File: src/rtl/imf_map.svh
// Offsets, field positions, reset values and counts of the flag logic
`ifndef IMF_MAP_SVH
`define IMF_MAP_SVH
`define IMF_FLAG_OFF       12'h000
`define IMF_REQ_OFF        12'h004
`define IMF_STAT_OFF       12'h008
`define IMF_SRC_OFF        12'h00C
`define IMF_SP_OFF         12'h010
`define IMF_I_BIT          6
`define IMF_U_BIT          7
`define IMF_LVL_LSB        12
`define IMF_LVL_MSB        14
`define IMF_RSV_BIT        15
`define IMF_FLAG_RESET     16'h0000
`define IMF_INT_SRC        14
`define IMF_EXT_SRC        6
`define IMF_SW_SRC         4
`define IMF_PRIO_LEVELS    7
`define IMF_TRAP_LOW_MAX   6'h1F
`endif

File: src/rtl/imf_pkg.sv
// Types shared by the flag logic
package imf_pkg;
    typedef logic [2:0]  imf_level_type;
    typedef logic [5:0]  imf_vec_type;
    typedef logic [15:0] imf_flag_type;
    typedef enum logic [1:0] {
        IMF_IDLE,
        IMF_ACK,
        IMF_TRAP
    } imf_event_type;
endpackage

File: src/rtl/imf_if.sv
// Acceptance lane between flag register and arbiter
interface imf_if;
    import imf_pkg::*;
    logic          mask_enable;
    imf_level_type threshold;
    imf_level_type req_level;
    logic          req_valid;
    logic          accept;
    modport flags (output mask_enable, output threshold, input accept);
    modport arb   (input mask_enable, input threshold, input req_level,
                   input req_valid, output accept);
    modport src   (output req_level, output req_valid);
endinterface

File: src/rtl/imf_arbiter.sv
// Eligibility test for one maskable request at an instruction boundary
module imf_arbiter
    import imf_pkg::*;
(
    input  wire logic CLOCK,
    input  wire logic boundary,
    imf_if.arb        lane
);
    function automatic logic above(input imf_level_type lvl, input imf_level_type thr);
        above = lvl > thr;
    endfunction
    always_comb begin
        lane.accept = lane.req_valid && boundary && lane.mask_enable
                      && above(lane.req_level, lane.threshold);
    end
endmodule // imf_arbiter

File: src/rtl/imf_flags.sv
// Interrupt mask, stack select and priority threshold flags with APB access
// Overview of operation
// - Mask-enable zero blocks all maskable requests.
// - Acknowledge clears the mask-enable bit.
// - Select bit picks handler or task stack.
// - Acknowledge or trap 0..31 clears select.
// - Threshold is three bits, levels 0..7.
// - Only strictly higher level requests accepted.
// - Reserved bit reads zero; write zero.
// - Serves 14 internal, 6 external, 4 software.
`include "imf_map.svh"
module imf_flags
    import imf_pkg::*;
(
    input  wire logic                  CLOCK,
    input  wire logic                  SRST,
    input  wire logic                  PSEL,
    input  wire logic                  PENABLE,
    input  wire logic                  PWRITE,
    input  wire logic [11:0]           PADDR,
    input  wire logic [31:0]           PWDATA,
    output logic      [31:0]           PRDATA,
    output logic                       PREADY,
    output logic                       PSLVERR,
    input  wire logic                  BOUNDARY,
    input  wire logic                  REQ_VALID,
    input  wire imf_pkg::imf_level_type REQ_LEVEL,
    input  wire logic                  HW_REQ,
    input  wire logic                  TRAP_EXEC,
    input  wire imf_pkg::imf_vec_type  TRAP_NUM,
    output logic                       ACK,
    output logic                       STACK_IS_TASK,
    output logic      [15:0]           STACK_POINTER
);
    import imf_pkg::*;

    imf_if lane ();

    imf_flag_type  flag;
    imf_flag_type  next_flag;
    logic [15:0]   handler_stack_pointer;
    logic [15:0]   next_handler_stack_pointer;
    logic [15:0]   task_stack_pointer;
    logic [15:0]   next_task_stack_pointer;
    logic [31:0]   next_prdata;
    imf_event_type last_event;
    imf_event_type next_last_event;
    logic          wr;
    logic          rd;
    logic          hit;

    function automatic logic is_addr(input logic [11:0] a, input logic [11:0] off);
        is_addr = a == off;
    endfunction

    assign wr = PSEL && PENABLE && PWRITE;
    assign rd = PSEL && !PENABLE && !PWRITE;
    assign hit = is_addr(PADDR, `IMF_FLAG_OFF) || is_addr(PADDR, `IMF_REQ_OFF)
              || is_addr(PADDR, `IMF_STAT_OFF) || is_addr(PADDR, `IMF_SRC_OFF)
              || is_addr(PADDR, `IMF_SP_OFF);
    assign PREADY = 1'b1;
    assign PSLVERR = PSEL && PENABLE && !hit;

    assign lane.mask_enable = flag[`IMF_I_BIT];
    assign lane.threshold = flag[`IMF_LVL_MSB:`IMF_LVL_LSB];
    assign lane.req_level = REQ_LEVEL;
    assign lane.req_valid = REQ_VALID;

    imf_arbiter u_arb (
        .CLOCK    (CLOCK),
        .boundary (BOUNDARY),
        .lane     (lane)
    );

    assign ACK = lane.accept;
    assign STACK_IS_TASK = flag[`IMF_U_BIT];
    assign STACK_POINTER = flag[`IMF_U_BIT] ? task_stack_pointer
                                            : handler_stack_pointer;

    always_comb begin
        next_flag = flag;
        next_handler_stack_pointer = handler_stack_pointer;
        next_task_stack_pointer = task_stack_pointer;
        next_last_event = last_event;
        // Software write first so hardware events below win
        if (wr && is_addr(PADDR, `IMF_FLAG_OFF)) begin
            next_flag = PWDATA[15:0];
            next_flag[`IMF_RSV_BIT] = 1'b0;
        end
        if (wr && is_addr(PADDR, `IMF_SP_OFF)) begin
            next_handler_stack_pointer = PWDATA[15:0];
            next_task_stack_pointer = PWDATA[31:16];
        end
        if (lane.accept || HW_REQ) begin
            next_flag[`IMF_I_BIT] = 1'b0;
            next_flag[`IMF_U_BIT] = 1'b0;
            next_last_event = IMF_ACK;
        end else if (TRAP_EXEC) begin
            if (TRAP_NUM <= `IMF_TRAP_LOW_MAX) begin
                next_flag[`IMF_U_BIT] = 1'b0;
            end
            next_last_event = IMF_TRAP;
        end
    end

    always_comb begin
        next_prdata = PRDATA;
        if (rd) begin
            case (PADDR)
                `IMF_FLAG_OFF: next_prdata = {16'h0000, flag};
                `IMF_REQ_OFF:  next_prdata = {28'h0000000, ACK, REQ_LEVEL};
                `IMF_STAT_OFF: next_prdata = {30'h00000000, last_event};
                // Source counts reported so firmware can size its tables
                `IMF_SRC_OFF:  next_prdata = {8'h00, 8'(`IMF_PRIO_LEVELS),
                                              8'(`IMF_SW_SRC), 4'(`IMF_EXT_SRC),
                                              4'(`IMF_INT_SRC)};
                `IMF_SP_OFF:   next_prdata = {task_stack_pointer, handler_stack_pointer};
                default:       next_prdata = 32'h00000000;
            endcase
        end
    end

    always_ff @(posedge CLOCK) begin
        if (SRST) begin
            flag <= `IMF_FLAG_RESET;
            handler_stack_pointer <= 16'h0000;
            task_stack_pointer <= 16'h0000;
            last_event <= IMF_IDLE;
            PRDATA <= 32'h00000000;
        end else begin
            flag <= next_flag;
            handler_stack_pointer <= next_handler_stack_pointer;
            task_stack_pointer <= next_task_stack_pointer;
            last_event <= next_last_event;
            PRDATA <= next_prdata;
        end
    end
endmodule // imf_flags

File: config.mk
export PLATFORM = sky130hd
export DESIGN_NAME = imf_flags
export DESIGN_NICKNAME = d
export VERILOG_FILES = /design/src/rtl/imf_pkg.sv /design/src/rtl/imf_if.sv /design/src/rtl/imf_arbiter.sv /design/src/rtl/imf_flags.sv
export VERILOG_INCLUDE_DIRS = /design/src /design/src/rtl
export SDC_FILE = /design/constraint.sdc
export NUM_CORES = 1
export LEC_CHECK = 0
export BUFFER_PORTS_ARGS = -buffer_cell sky130_fd_sc_hd__buf_2
export CORE_ASPECT_RATIO = 0.9
export CORE_MARGIN = 2
export CORE_UTILIZATION = 56
export CTS_BUF_LIST = sky130_fd_sc_hd__clkbuf_2
export DETAILED_ROUTE_END_ITERATION = 10
export GPL_ROUTABILITY_DRIVEN = 0
export PLACE_DENSITY_LB_ADDON = 0.08
export SLEW_MARGIN = 15
export SYNTH_ARGS = -nofsm -noshare
export SYNTH_HDL_FRONTEND = slang
export SYNTH_SLANG_ARGS = --single-unit
File: constraint.sdc
create_clock -name CLOCK -period 3.75 [get_ports CLOCK]
set_clock_uncertainty 0.05 [all_clocks]
set_input_delay 0.375 -clock CLOCK [delete_from_list [all_inputs] [get_ports CLOCK]]
set_output_delay 0.375 -clock CLOCK [all_outputs]
set_load 0.05 [all_outputs]
# Yosys cells after proc, flatten, opt, wreduce, memory -nomap -nowiden
# Cells that the tools add are included.
# totals
regBits,81
in_bits,62
out_inout_bits,52
word_cells,42
# op_classes
magnitude_cmp,2
eq_ne,4
muxes,7
n_reduce_logical,21
# ops
operator,n
32-bit case mux with 5 select lines,1
"12-bit by 4-bit == test with 1-bit output, second input constant",2
16-bit 2-to-1 mux,1
"12-bit by 3-bit == test with 1-bit output, second input constant",1
"12-bit by 5-bit == test with 1-bit output, second input constant",1
12-bit zero test,1
1-bit logical AND,10
8-bit 2-to-1 mux,1
"6-bit by 5-bit less-or-equal comparator with 1-bit output, second input constant",1
1-bit logical OR,5
1-bit 2-to-1 mux,4
3-bit greater-than comparator,1
1-bit zero test,3
2-bit nonzero test,1
2-bit OR reduction,1

# Longest topological paths before layout
# depth
depth_word,7
depth_mapped,7
depth_no_buf,7

# Hierarchy
# A second synthesis with hierarchy kept.
# hier_totals
cells_unflattened,332
area_unflattened_um2,3413.3
# by_module_without_submodules
mod,instances,cells_per_inst,area_per_inst_um2
imf_flags,1,321,3331.9
imf_arbiter,1,11,81.3

# Least setup slack after synthesis
# OpenSTA, ideal clock, no wires.
# synth_path
path_type,input to register
start,input REQ_LEVEL[2]
end,register PRDATA[3]
arrival_ns,2.111
required_ns,3.614
slack_ns,1.504
path_stages,6
cell_sequence,ha_1 -> nand3_1 -> nand4_1 -> a21oi_1 -> o2111ai_1 -> a211oi_1
# synth_via
elab_chain_len,3
# synth_rtl
item,line,source
"start, declared",imf_flags.sv:27,"input wire imf_pkg::imf_level_type REQ_LEVEL,"
3-bit greater-than comparator,imf_arbiter.sv:10,above = lvl > thr;
1-bit logical AND,imf_arbiter.sv:14,"&& above(lane.req_level, lane.threshold);"
named net ACK,imf_flags.sv:31,"output logic ACK,"
32-bit case mux with 5 select lines,imf_flags.sv:109,case (PADDR)
"end signal, assigned",imf_flags.sv:135,PRDATA <= next_prdata;
"end, declared",imf_flags.sv:22,"output logic [31:0] PRDATA,"
# The timed path passes the listed nets, and every way through them passes these cells.
# A chain may end at the register's enable or synchronous reset.

# Final worst setup path
# layout_path
start,register flag[7]
end,output STACK_POINTER[4]
# layout_via
elab_chain_len,1
# layout_rtl
item,line,source
"start, declared",imf_flags.sv:39,imf_flag_type flag;
"start signal, assigned",imf_flags.sv:125,flag <= `IMF_FLAG_RESET;
"start signal, assigned",imf_flags.sv:131,flag <= next_flag;
16-bit 2-to-1 mux,imf_flags.sv:77,assign STACK_POINTER = flag[`IMF_U_BIT] ? task_stack_pointer
"end, declared",imf_flags.sv:33,output logic [15:0] STACK_POINTER
# Every way passes these cells.

==> flow_summary.json <==
{
  "required_ps": 3320,
  "finalSetupViolCount": 0,
  "cts-root-buf": "clkbuf_2",
  "worst_slack_ps": 1150,
  "reg2reg_from": "flag[14]$_SDFFE_PP0N_",
  "overflow": 0,
  "synth_most_common_cell": "nand2_1",
  "p_leak_uw": 0.00191,
  "cts.sinks": 81,
  "dieArea_um2": 6840,
  "die_y_um": 78.6,
  "grt_max_degree": 54,
  "critPathKind": "reg -> out",
  "holdWs_ps": 20.8,
  "clk_path_buf_depth": 2,
  "status": "finished clean",
  "drtPass1Iterations": 5,
  "synth.cells.most_frequent": "nand2_1, dfxtp_1, a21oi_1, mux2i_1, nor2_1",
  "num_vias": 3309,
  "cp.arrival_ps": 2170,
  "start_kind": "register",
  "wl_met2_um": 4270,
  "rsz0062_at_grt": "no",
  "die_x_um": 86.9,
  "io_pins": 114,
  "insertion_delay_ps": 530,
  "fin_crit_ps": 2600,
  "clk_pin_slew_ps": 250,
  "cts_resized": 0,
  "timing.final.crit_share_pct": 69.3,
  "rows": 27,
  "async_reset_ff_share_pct": 0,
  "synth_top_cell_area_share_pct": 46.8,
  "initial_core_util_pct": 57.3,
  "drv_cap": 0,
  "synth_nets": 475,
  "drive_above_1_share_pct": 28.6,
  "hold_path.class": "in -> reg",
  "finalHoldViolCount": 0,
  "cellPowerDensity_nw_per_um2": 336,
  "reg2reg_depth": 7,
  "place_ws_ps": 1240,
  "fin_nets": 592,
  "tightest_slew_ps": 927,
  "synth.top_cells.by_area": "dfxtp_1, nand2_1, mux2i_1, a21oi_1, mux2_2",
  "cts_buffers": 9,
  "wl_met3_um": 659,
  "nFillCells": 509,
  "grt_pass1_wl_um": 14500,
  "synth_edf_count": 0,
  "synthDistinctLibCells": 42,
  "setup-tns-final_ps": 0,
  "syn-cell-area_um2": 3470,
  "totalWireLength_um": 9270,
  "place.port_buffers": 107,
  "yosysSeqAreaShare_pct": 46.8,
  "antenna_found_initial": 0,
  "worstHoldPathCells": 3,
  "netlist_instances": 410,
  "critPathLaunch": "flag[7]$_SDFF_PP0_",
  "cts_tree": "built",
  "dpl.hpwl_um": 6370,
  "grt_pass1_vias": 2870,
  "core_um2": 6050,
  "path_max_fanout": 19,
  "grt_use_total_pct": 27.3,
  "m1WireLength_um": 4220,
  "endpoint_kind": "output pin",
  "fmax_mhz": 385,
  "drt-initial-drc-count": 236,
  "yosysTopAreaCell": "dfxtp_1",
  "syn2layout_area_growth_pct": 25.3,
  "highest_layer": "met4",
  "drcViolationCount": 0,
  "min_from": "PWDATA[8]",
  "fin_util_pct": 71.8,
  "antenna_cells": 0,
  "synthFlopType": "dfxtp_1",
  "yosysWarnings": 0,
  "detail-route-antenna-nets": 0,
  "routedWlPerCell_um": 15.3,
  "cts_max_level": 3,
  "viasPerCell": 5.48,
  "yosys_register_bits": 81,
  "avgSynthCellArea_um2": 8.46,
  "ir_worst_vdd_v": 0.000419,
  "drv_slew": 0,
  "max_slew_margin_pct": 38.1
}
[area by class of cell]
type	count	area (µm²)	share of cell area, %
Multi-Input combinational cell	298	1700	39.2
Sequential cell	81	1620	37.3
Timing Repair Buffer	134	796	18.3
Tap cell	72	90.1	2.07
Clock inverter	7	76.3	1.76
Clock buffer	9	45.0	1.04
Inverter	3	11.3	0.259
[repair_timing]
action | 4_1_cts | 5_1_grt
hold buffers | 17 | 6
setup buffers | 0 | 0
hold endpoints to repair | 17 | 7
[per-stage QoR]
stage | total power [µW] | instances | instance area [µm²]
CTS | 1460 | 598 | 4280
floorplan | 927 | 410 | 3470
global route | 1520 | 604 | 4340
detailed placement | 975 | 565 | 3990
global placement | 974 | 565 | 3990
finish | 1460 | 604 | 4340
[registers in the layout, indices dropped and copies added, names as in the netlist]
| signal | cells |
|---|---|
| PRDATA | 32 |
| flag | 15 |
| handler_stack_pointer | 16 |
| last_event | 2 |
| task_stack_pointer | 16 |
[layer usage]
layer	vias up	GRT usage, %
met5	-	0
met4	0	7.97
met3	13	7.68
met2	125	40.8
met1	1533	38.4
li1	1638	-
[path summary, 6_finish.rpt]
check	to	slack, ps
max	STACK_POINTER[4]	1150
min	handler_stack_pointer[8]$_SDFFE_PP0P_	20
max reg2reg	PRDATA[3]$_SDFFE_PP0P_	1920
min reg2reg	PRDATA[23]$_SDFFE_PP0P_	420
[power breakdown]
group          leakage [µW]  total [µW]  switching [µW]  internal [µW]
registers          0.000653         866            1.07            865
clock network     0.0000693         481             322            159
logic               0.00118         113            61.6           51.1
total               0.00191        1460             385           1080
[worst max-delay path, cell delays in order (launching register included)]
cell,delay [ps]
dfxtp_1,990
mux2_2,430
buf_2,220
[cells by family after synthesis]
kind of cell    share of synthesized area (%)
compound gates                           12.8
fa+ha+maj                                1.08
buf+inv                                  4.19
flops                                    46.8
mux                                      13.3
other cells                             0.108
simple gates                             21.7
[cells in the final DEF (no fill, tap or decap), types with 4 or more instances in the layout]
cell type / n
buf_2: 107
nand2_1: 102
dfxtp_1: 81
a21oi_1: 52
mux2i_1: 27
nor2_1: 24
dlygate4sd3_1: 23
o21ai_0: 18
nand3_1: 17
mux2_2: 17
clkbuf_2: 9
nor3_1: 4
buf_4: 4
Power figures use the tool's default switching activity.
